**config.mk**
```make
export PLATFORM = sky130hd
export DESIGN_NAME = irf_ctrl
export DESIGN_NICKNAME = d
export VERILOG_FILES = /design/src/irf_pkg.sv /design/src/irf_ctrl.sv /design/src/irf_pin_sync.sv
export SDC_FILE = /design/constraint.sdc
export NUM_CORES = 1
export LEC_CHECK = 0
export BUFFER_PORTS_ARGS = -buffer_cell sky130_fd_sc_hd__buf_2
export CAP_MARGIN = 10
export CORE_MARGIN = 1.5
export CORE_UTILIZATION = 40
export CTS_BUF_LIST = sky130_fd_sc_hd__clkbuf_4
export CTS_CLUSTER_DIAMETER = 50
export DETAILED_ROUTE_END_ITERATION = 16
export GPL_TIMING_DRIVEN = 1
export PLACE_DENSITY_LB_ADDON = 0.08
export SETUP_SLACK_MARGIN = 0.02
export SYNTH_ARGS = -nofsm -noshare
export SYNTH_HDL_FRONTEND = slang
export SYNTH_SLANG_ARGS = --single-unit
export TNS_END_PERCENT = 20
```
**constraint.sdc**
```tcl
create_clock -name pclk -period 2 [get_ports pclk]
set_clock_uncertainty 0.15 [all_clocks]
set_input_delay 0 -clock pclk [delete_from_list [all_inputs] [get_ports pclk]]
set_output_delay 0 -clock pclk [all_outputs]
set_load 0.005 [all_outputs]
```
**src/irf_pkg.sv**
```systemverilog
// Shared constants, register map and carrier types for the request flags
`default_nettype none
package irf_pkg;

  ////////////////////////////////////////////////////////////////////////////
  // Register offsets (byte addresses, one word each)
  localparam logic [7:0] ADDR_REQ_ONE   = 8'h00;
  localparam logic [7:0] ADDR_REQ_TWO   = 8'h04;
  localparam logic [7:0] ADDR_WAKE_REQ  = 8'h08;
  localparam logic [7:0] ADDR_EN_ONE    = 8'h0C;
  localparam logic [7:0] ADDR_EN_TWO    = 8'h10;
  localparam logic [7:0] ADDR_EDGE_SEL  = 8'h14;
  localparam logic [7:0] ADDR_PIN_MODE  = 8'h18;
  localparam logic [7:0] ADDR_CORE_STAT = 8'h1C;

  ////////////////////////////////////////////////////////////////////////////
  // Field positions
  localparam int REQ1_TIMER_A   = 7;
  localparam int REQ1_SERIAL    = 6;
  localparam int REQ1_FIXED_ONE = 5;
  localparam int REQ2_DIRECT    = 7;
  localparam int REQ2_CONV      = 6;
  localparam int REQ2_CMP_HIGH  = 3;
  localparam int REQ2_CMP_LOW   = 2;
  localparam int REQ2_UPDOWN    = 1;
  localparam int REQ2_INTERVAL  = 0;
  localparam int EN1_WAKE       = 5;
  localparam int STAT_IMASK     = 7;
  localparam int STAT_REQ       = 8;
  localparam int STAT_VEC_LSB   = 16;

  // Implemented bits of both request flag registers, and the full and reduced variant masks
  localparam logic [7:0] REQ1_IMPL      = 8'hDF;
  localparam logic [7:0] REQ2_IMPL      = 8'hCF;
  localparam logic [4:0] EXT_FULL       = 5'h1F;
  localparam logic [4:0] EXT_REDUCED    = 5'h1B;
  localparam logic [7:0] REQ1_REDUCED   = 8'hBF;
  localparam logic [7:0] REQ2_REDUCED   = 8'hFD;

  ////////////////////////////////////////////////////////////////////////////
  // Reset values
  localparam logic [7:0]  REQ_ONE_RST   = 8'h00;
  localparam logic [7:0]  REQ_TWO_RST   = 8'h00;
  localparam logic [7:0]  WAKE_REQ_RST  = 8'h00;
  localparam logic [7:0]  EN_RST        = 8'h00;
  localparam logic [4:0]  EDGE_RST      = 5'h00;
  localparam logic [4:0]  PMODE_EXT_RST = 5'h00;
  localparam logic [7:0]  PMODE_WK_RST  = 8'h00;
  localparam logic        IMASK_RST     = 1'b1;
  localparam logic [31:0] RDATA_RST     = 32'h0000_0000;

  ////////////////////////////////////////////////////////////////////////////
  // Counts, vectors and pin groups
  localparam int         NUM_EXT   = 5;
  localparam int         NUM_WAKE  = 8;
  localparam int         NUM_PINS  = 13;
  localparam int         NUM_SRC   = 14;
  localparam logic [4:0] VEC_BASE  = 5'h04;
  localparam logic [7:0] CNT_TOP   = 8'hFF;
  localparam logic [7:0] CNT_ZERO  = 8'h00;

  ////////////////////////////////////////////////////////////////////////////
  // Carrier types
  typedef struct packed {
    logic direct_xfer_evt;
    logic direct_xfer_on;
    logic conversion_start_status;
    logic serial1_done;
  } irf_periph_t;

  typedef struct packed {
    logic       sixteen_bit;
    logic [7:0] cnt_high;
    logic [7:0] cnt_low;
    logic [7:0] cmp_high;
    logic [7:0] cmp_low;
    logic [7:0] updown_cnt;
    logic [7:0] interval_cnt;
    logic [7:0] timer_a_cnt;
  } irf_timer_t;

  typedef struct packed {
    logic        pready;
    logic        pslverr;
    logic [31:0] prdata;
    logic [7:0]  req_one;
    logic [7:0]  req_two;
    logic [7:0]  wake_req;
    logic [7:0]  en_one;
    logic [7:0]  en_two;
    logic [4:0]  edge_sel;
    logic [4:0]  pmode_ext;
    logic [7:0]  pmode_wake;
    logic        imask;
    logic        core_req;
    logic [4:0]  core_vec;
    logic        match_h_prev;
    logic        match_l_prev;
    logic        conv_prev;
    logic [7:0]  updown_prev;
    logic [7:0]  interval_prev;
    logic [7:0]  timer_a_prev;
  } irf_state_t;

  localparam irf_state_t STATE_RST = '{
    pready:        1'b0,
    pslverr:       1'b0,
    prdata:        RDATA_RST,
    req_one:       REQ_ONE_RST,
    req_two:       REQ_TWO_RST,
    wake_req:      WAKE_REQ_RST,
    en_one:        EN_RST,
    en_two:        EN_RST,
    edge_sel:      EDGE_RST,
    pmode_ext:     PMODE_EXT_RST,
    pmode_wake:    PMODE_WK_RST,
    imask:         IMASK_RST,
    core_req:      1'b0,
    core_vec:      5'h00,
    match_h_prev:  1'b0,
    match_l_prev:  1'b0,
    conv_prev:     1'b0,
    updown_prev:   CNT_ZERO,
    interval_prev: CNT_ZERO,
    timer_a_prev:  CNT_ZERO
  };

endpackage

`default_nettype wire
```
**src/irf_ctrl.sv**
```systemverilog
// Interrupt request flags, enables, priority and vector issue with APB
`timescale 1ns/1ns
`default_nettype none

module irf_ctrl #(
  parameter bit FULL_VARIANT = 1'b1
) (
  input  wire logic                 pclk,
  input  wire logic                 presetn,
  input  wire logic                 psel,
  input  wire logic                 penable,
  input  wire logic                 pwrite,
  input  wire logic [7:0]           paddr,
  input  wire logic [31:0]          pwdata,
  output logic      [31:0]          prdata,
  output logic                      pready,
  output logic                      pslverr,
  input  wire logic [4:0]           ext_req_pin_n,
  input  wire logic [7:0]           wake_pin_n,
  input  wire irf_pkg::irf_periph_t periph,
  input  wire irf_pkg::irf_timer_t  timer,
  input  wire logic                 core_ack,
  output logic                      core_req,
  output logic      [4:0]           core_vec
);

  ////////////////////////////////////////////////////////////////////////////
  // Variant masks
  localparam logic [4:0] EXT_AVAIL =
    FULL_VARIANT ? irf_pkg::EXT_FULL : irf_pkg::EXT_REDUCED;
  localparam logic [7:0] REQ1_AVAIL =
    FULL_VARIANT ? irf_pkg::REQ1_IMPL
                 : (irf_pkg::REQ1_IMPL & irf_pkg::REQ1_REDUCED);
  localparam logic [7:0] REQ2_AVAIL =
    FULL_VARIANT ? irf_pkg::REQ2_IMPL
                 : (irf_pkg::REQ2_IMPL & irf_pkg::REQ2_REDUCED);

  irf_pkg::irf_state_t s_ff;
  irf_pkg::irf_state_t nxt_s;

  logic [irf_pkg::NUM_PINS-1:0] pin_rise;
  logic [irf_pkg::NUM_PINS-1:0] pin_fall;

  ////////////////////////////////////////////////////////////////////////////
  // Pin synchronisers
  // sync before edge
  irf_pin_sync #(
    .W (irf_pkg::NUM_PINS)
  ) u_pin_sync (
    .pclk    (pclk),
    .presetn (presetn),
    .pin_n   ({wake_pin_n, ext_req_pin_n}),
    .rise    (pin_rise),
    .fall    (pin_fall)
  );

  ////////////////////////////////////////////////////////////////////////////
  // Next-state logic
  always_comb begin
    logic [31:0]                 rdata;
    logic                        err;
    logic                        wr;
    logic [7:0]                  clr;
    logic [4:0]                  ext_edge;
    logic [7:0]                  set1;
    logic [7:0]                  set2;
    logic [7:0]                  setw;
    logic                        match_h;
    logic                        match_l;
    logic                        updown_wrap;
    logic                        interval_wrap;
    logic                        timer_a_wrap;
    logic [irf_pkg::NUM_SRC-1:0] pend;
    logic                        found;
    logic [4:0]                  sel;

    rdata         = irf_pkg::RDATA_RST;
    err           = 1'b0;
    wr            = 1'b0;
    clr           = 8'h00;
    ext_edge      = 5'h00;
    set1          = 8'h00;
    set2          = 8'h00;
    setw          = 8'h00;
    match_h       = 1'b0;
    match_l       = 1'b0;
    updown_wrap   = 1'b0;
    interval_wrap = 1'b0;
    timer_a_wrap  = 1'b0;
    pend          = '0;
    found         = 1'b0;
    sel           = 5'h00;
    nxt_s         = s_ff;

    //////////////////////////////////////////////////////////////////////////
    // Read decode
    case (paddr)
      irf_pkg::ADDR_REQ_ONE: begin
        rdata[7:0] = s_ff.req_one;
        rdata[irf_pkg::REQ1_FIXED_ONE] = 1'b1;
      end
      irf_pkg::ADDR_REQ_TWO: begin
        rdata[7:0] = s_ff.req_two;
      end
      irf_pkg::ADDR_WAKE_REQ: begin
        rdata[7:0] = s_ff.wake_req;
      end
      irf_pkg::ADDR_EN_ONE: begin
        rdata[7:0] = s_ff.en_one;
      end
      irf_pkg::ADDR_EN_TWO: begin
        rdata[7:0] = s_ff.en_two;
      end
      irf_pkg::ADDR_EDGE_SEL: begin
        rdata[4:0] = s_ff.edge_sel;
      end
      irf_pkg::ADDR_PIN_MODE: begin
        rdata[4:0]  = s_ff.pmode_ext;
        rdata[15:8] = s_ff.pmode_wake;
      end
      irf_pkg::ADDR_CORE_STAT: begin
        rdata[irf_pkg::STAT_IMASK] = s_ff.imask;
        rdata[irf_pkg::STAT_REQ]   = s_ff.core_req;
        rdata[irf_pkg::STAT_VEC_LSB +: 5] = s_ff.core_vec;
      end
      default: begin
        err = 1'b1;
      end
    endcase

    //////////////////////////////////////////////////////////////////////////
    // APB handshake: one wait cycle, write lands at the completing edge
    wr = psel & penable & pwrite & s_ff.pready;
    if (psel & penable & ~s_ff.pready) begin
      nxt_s.pready  = 1'b1;
      nxt_s.pslverr = err;
      if (!pwrite) begin
        nxt_s.prdata = rdata;
      end
    end else begin
      nxt_s.pready  = 1'b0;
      nxt_s.pslverr = 1'b0;
    end
    clr = ~pwdata[7:0];

    //////////////////////////////////////////////////////////////////////////
    // Set events from peripherals
    // high compare match
    if (timer.sixteen_bit) begin
      match_h = {timer.cnt_high, timer.cnt_low}
             == {timer.cmp_high, timer.cmp_low};
    end else begin
      match_h = timer.cnt_high == timer.cmp_high;
    end
    match_l = ~timer.sixteen_bit & (timer.cnt_low == timer.cmp_low);
    nxt_s.match_h_prev = match_h;
    nxt_s.match_l_prev = match_l;

    updown_wrap =
      ((s_ff.updown_prev == irf_pkg::CNT_TOP)
        && (timer.updown_cnt == irf_pkg::CNT_ZERO))
      || ((s_ff.updown_prev == irf_pkg::CNT_ZERO)
        && (timer.updown_cnt == irf_pkg::CNT_TOP));
    interval_wrap = (s_ff.interval_prev == irf_pkg::CNT_TOP)
                 && (timer.interval_cnt == irf_pkg::CNT_ZERO);
    timer_a_wrap  = (s_ff.timer_a_prev == irf_pkg::CNT_TOP)
                 && (timer.timer_a_cnt == irf_pkg::CNT_ZERO);
    nxt_s.updown_prev   = timer.updown_cnt;
    nxt_s.interval_prev = timer.interval_cnt;
    nxt_s.timer_a_prev  = timer.timer_a_cnt;
    nxt_s.conv_prev     = periph.conversion_start_status;

    set2[irf_pkg::REQ2_DIRECT] = periph.direct_xfer_evt
                               & periph.direct_xfer_on;
    set2[irf_pkg::REQ2_CONV] = s_ff.conv_prev
                             & ~periph.conversion_start_status;
    set2[irf_pkg::REQ2_CMP_HIGH] = match_h & ~s_ff.match_h_prev;
    set2[irf_pkg::REQ2_CMP_LOW]  = match_l & ~s_ff.match_l_prev;
    set2[irf_pkg::REQ2_UPDOWN]   = updown_wrap;
    set2[irf_pkg::REQ2_INTERVAL] = interval_wrap;
    set2 = set2 & REQ2_AVAIL;

    ext_edge = (s_ff.edge_sel & pin_rise[irf_pkg::NUM_EXT-1:0])
             | (~s_ff.edge_sel & pin_fall[irf_pkg::NUM_EXT-1:0]);
    set1[4:0] = ext_edge & s_ff.pmode_ext & EXT_AVAIL;
    set1[irf_pkg::REQ1_SERIAL]  = periph.serial1_done;
    set1[irf_pkg::REQ1_TIMER_A] = timer_a_wrap;
    set1 = set1 & REQ1_AVAIL;

    setw = pin_fall[irf_pkg::NUM_PINS-1:irf_pkg::NUM_EXT] & s_ff.pmode_wake;

    //////////////////////////////////////////////////////////////////////////
    // Flag registers
    // write zero clears
    if (wr && (paddr == irf_pkg::ADDR_REQ_ONE)) begin
      nxt_s.req_one = (s_ff.req_one & ~clr & REQ1_AVAIL) | set1;
    end else begin
      nxt_s.req_one = s_ff.req_one | set1;
    end
    if (wr && (paddr == irf_pkg::ADDR_REQ_TWO)) begin
      nxt_s.req_two = (s_ff.req_two & ~clr & REQ2_AVAIL) | set2;
    end else begin
      nxt_s.req_two = s_ff.req_two | set2;
    end
    if (wr && (paddr == irf_pkg::ADDR_WAKE_REQ)) begin
      nxt_s.wake_req = (s_ff.wake_req & ~clr) | setw;
    end else begin
      nxt_s.wake_req = s_ff.wake_req | setw;
    end

    //////////////////////////////////////////////////////////////////////////
    // Control registers
    if (wr && (paddr == irf_pkg::ADDR_EN_ONE)) begin
      nxt_s.en_one = pwdata[7:0] & {REQ1_AVAIL[7:6], 1'b1, EXT_AVAIL};
    end
    if (wr && (paddr == irf_pkg::ADDR_EN_TWO)) begin
      nxt_s.en_two = pwdata[7:0] & REQ2_AVAIL;
    end
    if (wr && (paddr == irf_pkg::ADDR_EDGE_SEL)) begin
      nxt_s.edge_sel = pwdata[4:0];
    end
    if (wr && (paddr == irf_pkg::ADDR_PIN_MODE)) begin
      nxt_s.pmode_ext  = pwdata[4:0] & EXT_AVAIL;
      nxt_s.pmode_wake = pwdata[15:8];
    end
    if (wr && (paddr == irf_pkg::ADDR_CORE_STAT)) begin
      nxt_s.imask = pwdata[irf_pkg::STAT_IMASK];
    end

    //////////////////////////////////////////////////////////////////////////
    // Pending sources, index i carries vector VEC_BASE + i
    // external vectors
    pend[4:0] = s_ff.req_one[4:0] & s_ff.en_one[4:0];
    pend[5] = (|s_ff.wake_req) & s_ff.en_one[irf_pkg::EN1_WAKE];
    pend[6] = s_ff.req_one[irf_pkg::REQ1_SERIAL]
            & s_ff.en_one[irf_pkg::REQ1_SERIAL];
    pend[7] = s_ff.req_one[irf_pkg::REQ1_TIMER_A]
            & s_ff.en_one[irf_pkg::REQ1_TIMER_A];
    pend[8] = s_ff.req_two[irf_pkg::REQ2_INTERVAL]
            & s_ff.en_two[irf_pkg::REQ2_INTERVAL];
    pend[9] = s_ff.req_two[irf_pkg::REQ2_UPDOWN]
            & s_ff.en_two[irf_pkg::REQ2_UPDOWN];
    pend[10] = s_ff.req_two[irf_pkg::REQ2_CMP_LOW]
             & s_ff.en_two[irf_pkg::REQ2_CMP_LOW];
    pend[11] = s_ff.req_two[irf_pkg::REQ2_CMP_HIGH]
             & s_ff.en_two[irf_pkg::REQ2_CMP_HIGH];
    pend[12] = s_ff.req_two[irf_pkg::REQ2_DIRECT]
             & s_ff.en_two[irf_pkg::REQ2_DIRECT];
    pend[13] = s_ff.req_two[irf_pkg::REQ2_CONV]
             & s_ff.en_two[irf_pkg::REQ2_CONV];

    for (int i = irf_pkg::NUM_SRC - 1; i >= 0; i--) begin
      if (pend[i]) begin
        found = 1'b1;
        sel   = 5'(i);
      end
    end

    //////////////////////////////////////////////////////////////////////////
    // Core request and acceptance
    // global mask gate
    nxt_s.core_req = found & ~nxt_s.imask;
    nxt_s.core_vec = found ? (irf_pkg::VEC_BASE + sel) : s_ff.core_vec;
    if (core_ack && s_ff.core_req) begin
      nxt_s.imask    = 1'b1;
      nxt_s.core_req = 1'b0;
    end
  end

  ////////////////////////////////////////////////////////////////////////////
  // State register
  always_ff @(posedge pclk or negedge presetn) begin
    if (!presetn) begin
      s_ff <= irf_pkg::STATE_RST;
    end else begin
      s_ff <= nxt_s;
    end
  end

  assign prdata   = s_ff.prdata;
  assign pready   = s_ff.pready;
  assign pslverr  = s_ff.pslverr;
  assign core_req = s_ff.core_req;
  assign core_vec = s_ff.core_vec;

endmodule

`default_nettype wire

```
**src/irf_pin_sync.sv**
```systemverilog
// Two-stage pin synchroniser with rise and fall detection per pin
`timescale 1ns/1ns
`default_nettype none

module irf_pin_sync #(
  parameter int W = 13
) (
  input  wire logic         pclk,
  input  wire logic         presetn,
  input  wire logic [W-1:0] pin_n,
  output logic      [W-1:0] rise,
  output logic      [W-1:0] fall
);

  typedef struct packed {
    logic [W-1:0] stage1;
    logic [W-1:0] stage2;
    logic [W-1:0] prev;
  } irf_sync_t;

  irf_sync_t s_ff;
  irf_sync_t nxt_s;

  ////////////////////////////////////////////////////////////////////////////
  // Only stage2 and prev feed the edge logic
  always_comb begin
    nxt_s        = s_ff;
    nxt_s.stage1 = pin_n;
    nxt_s.stage2 = s_ff.stage1;
    nxt_s.prev   = s_ff.stage2;
  end

  always_ff @(posedge pclk or negedge presetn) begin
    if (!presetn) begin
      s_ff <= '{stage1: '1, stage2: '1, prev: '1};
    end else begin
      s_ff <= nxt_s;
    end
  end

  assign rise = s_ff.stage2 & ~s_ff.prev;
  assign fall = ~s_ff.stage2 & s_ff.prev;

endmodule

`default_nettype wire

```
==> results.sh <==
export IMPL_status="finished with violations"
export IMPL_violations="hold timing"
export IMPL_p_leak_uw=0.004198
export IMPL_vdd_drop_max_mv=0.5172
export IMPL_cpPeakStageDelay_ns=0.44
export IMPL_cp_data_arrival_time_ns=2.28
export IMPL_via_count=5122
export IMPL_die_w_um=127.8
export IMPL_critPathKind="reg -> reg"
export IMPL_grt_pass1_vias=5298
export IMPL_dr_pass1_iters=5
export IMPL_place_congestion=0.9076
export IMPL_die_y_um=127.8
export IMPL_pre_cts_ws_ns=-0.1279
export IMPL_cts_tree="built"
export IMPL_clkSinkCount=149
export IMPL_slew_violations=0
export IMPL_fin_crit_sh_pct=97.86
export IMPL_synth_seq_cells=149
export IMPL_die_area_sq_mm=0.01633
export IMPL_hold_class="in -> reg"
export IMPL_cts_max_level=4
export IMPL_grt_usage_pct=22.56
export IMPL_setup_viol=0
export IMPL_crit_chain="nor4_4, a21boi_2, nand2b_4, a21oi_2, nor2_1, ha_1, mux2_2"
export IMPL_drtIter0Drc=248
export IMPL_wirelength_um=17300
export IMPL_finalCriticalPeriod_ns=1.957
export IMPL_syn_area_sq_mm=0.006230
export IMPL_insertion_delay_ns=0.58
export IMPL_dp_hpwl_um=11180
export IMPL_dp_cells=828
export IMPL_pin_count=160
export IMPL_worstSetupStartpoint="s_ff[74]"
export IMPL_wire_per_inst_um=17.13
export IMPL_cts_clk_slew_worst_paths_ns=0.13
export IMPL_cts_buffer_depth=2
export IMPL_overflow=0
export IMPL_utilization_pct=59.56
export IMPL_synth_area_leaders="dfrtp_1 (44%), dfstp_2 (17%), mux2_2 (6.9%)"
export IMPL_drc=0
export IMPL_root_buffer="clkbuf_4"
export IMPL_io_buffers=132
export IMPL_yosysTopAreaCellShare_pct=43.78
export IMPL_syn_to_final_growth_pct=45.35
export IMPL_crit_path_end_kind="register"
export IMPL_synth_top_area_cell="dfrtp_1"
export IMPL_seq_area_frac_synth_pct=60.65
export IMPL_synthArstFlopShare_pct=100.0
export IMPL_drive_gt1_share_pct=38.00
export IMPL_grt_pass1_wl_um=27700
export IMPL_stdcell_count=1010
export IMPL_worst_path_max_fanout=4
export IMPL_r2r_start="s_ff[74]"
export IMPL_ys_types=57
export IMPL_fin_ws_ns=0.04276
export IMPL_synth_edf_count=0
export IMPL_slowest_stage="dfrtp_1"
export IMPL_cap_violations=0
export IMPL_grtUsageMet3_pct=4.758
export IMPL_ys_warn_count=0
export IMPL_synth_flop_cell="dfrtp_1"
export IMPL_use_met2_pct=38.27
export IMPL_core_area_sq_mm=0.01520
export IMPL_cp_start_kind="register"
export IMPL_crit_family="simple AND/OR/NAND/NOR gates"
export IMPL_initial_core_util_pct=40.98
export IMPL_fmax_mhz=510.9
export IMPL_hold_slack_ns=-0.02071
export IMPL_crit_required_ns=2.32
export IMPL_setup_tns_ns=0
export IMPL_antenna_found_initial=1
export IMPL_met1_usage_pct=29.07
export IMPL_antenna_left=0
export IMPL_synth_area_per_cell_sq_um=12.29
export IMPL_rsz0062_at_grt="yes"
export IMPL_crit_buf_inv=0
export IMPL_top_usage_layer="met2"
export IMPL_final_nets=929
export IMPL_vias_per_cell=5.071
export IMPL_power_density_mw_per_mm2=624.3
export IMPL_hold_start="timer[48]"
export IMPL_hold_viol=1
export IMPL_cts_made_buffers=17
export IMPL_syn_instance_count=507
export IMPL_fp_row_count=45
export IMPL_grt_max_degree=50
## per-stage QoR
step / instance area, sq um / power (uW) / hold slack, ns
after CTS: 8975 / 5700 / 0.001220
after global placement: 7183 / 3647 / -0.2233
after global routing: 9055 / 5924 / 0.004451
final: 9055 / 5653 / -0.02071
after floorplan: 6276 / 3410 / -0.4456
after detailed placement: 7183 / 3659 / -0.2152
## registers in the layout (all words and copies together) (netlist names)
signal and flops:
core_req 1, core_vec 5, prdata 21, pready 1, pslverr 1, s_ff 81
u_pin_sync.nxt_s 26, u_pin_sync.s_ff 13
## worst min-delay path, cell delays in order
cell and delay (ns):
buf_2 0.08, xor2_1 0.20, nor4_2 0.06, nand2_1 0.08, buf_4 0.10, a211o_1 0.10
nand2_1 0.05
## path summary, 6_finish.rpt
kind	end	slack, ns	cells after the start
max	core_vec[3]	0.04	7
min	s_ff[79]	-0.02	7
max reg2reg	core_vec[3]	0.04	7
min reg2reg	u_pin_sync.nxt_s[1]	0.21	0
max in group asynchronous	u_pin_sync.s_ff[7]	0.92	4
min in group asynchronous	u_pin_sync.s_ff[2]	0.41	3
## cell families after synthesis
| kind of cell | share of synthesized area (%) |
|---|---|
| buffers and inverters | 5.463 |
| other | 0.06020 |
| AO/OA/AOI/OAI | 9.340 |
| flip-flops | 60.65 |
| multiplexers | 9.118 |
| adder cells (fa/ha/maj) | 0.2008 |
| AND/OR/NAND/NOR | 12.91 |
| XOR/XNOR | 2.249 |
## placed cells by master (no fill, tap or decap), drive strengths merged, types with 6 or more instances in the layout
master,netlist,layout
nand2,69,69
nand4,10,10
dfrtp,109,109
clkinv,0,6
nor4,19,19
clkbuf,8,17
nand3b,7,7
inv,2,9
a22o,12,12
xor2,16,16
a21oi,10,10
conb,1,11
o21ai,37,37
buf,41,177
nand3,7,7
nor2,17,17
dfstp,40,40
and2,6,6
mux2,38,38
dlygate4sd3,0,144
## routing by layer
layer | share of wire (%) | wire [um]
met1 | 44 | 7692
met2 | 50 | 8640
met3 | 4.4 | 763
met4 | 1.2 | 204
met5 | 0 | 0
## where the power goes
part           switching, uW  internal (uW)  total [uW]
Sequential              53.7           3140        3190
Combinational            272            361         633
Clock                   1180            647        1830
## layout make-up
class                      instances  area (sq um)
inverter                           2         7.507
clock buffer                      17         127.6
sequential                       149          3779
clock inverter                    15         143.9
tap                              188         235.2
antenna                            1         2.502
multi-input combinational        317          2247
fill                            1268          6147
timing repair buffer             321          2512
## cells in the mapped netlist (2+ instances only)
cell type and instances:
dfrtp_1 109, nand2_1 69, dfstp_2 40, mux2_2 38
buf_4 37, o21ai_0 37, nor2_1 17, nor4_1 16
xor2_1 16, a22o_1 12, a21oi_1 10, nand4_1 10
clkbuf_1 8, nand3_1 7, nand3b_1 7, and2_1 6
mux2i_1 5, a221oi_1 4, a22oi_1 4, a32o_1 4
mux4_2 4, nor3_1 4, o31ai_1 3, a211o_1 2
and3_1 2, buf_2 2, inv_1 2, nand2b_1 2
nor4_4 2
## timing repair
item / 4_1_cts / 5_1_grt
pin swaps: 2 / 9
endpoints found under the hold margin: 261 / 1
setup buffers: 2 / 2
hold buffers: 146 / 1
setup endpoints to repair: 4 / 23
resized for setup: 8 / 19
gates cloned: 0 / 0
(Power assumes the default switching activity.)
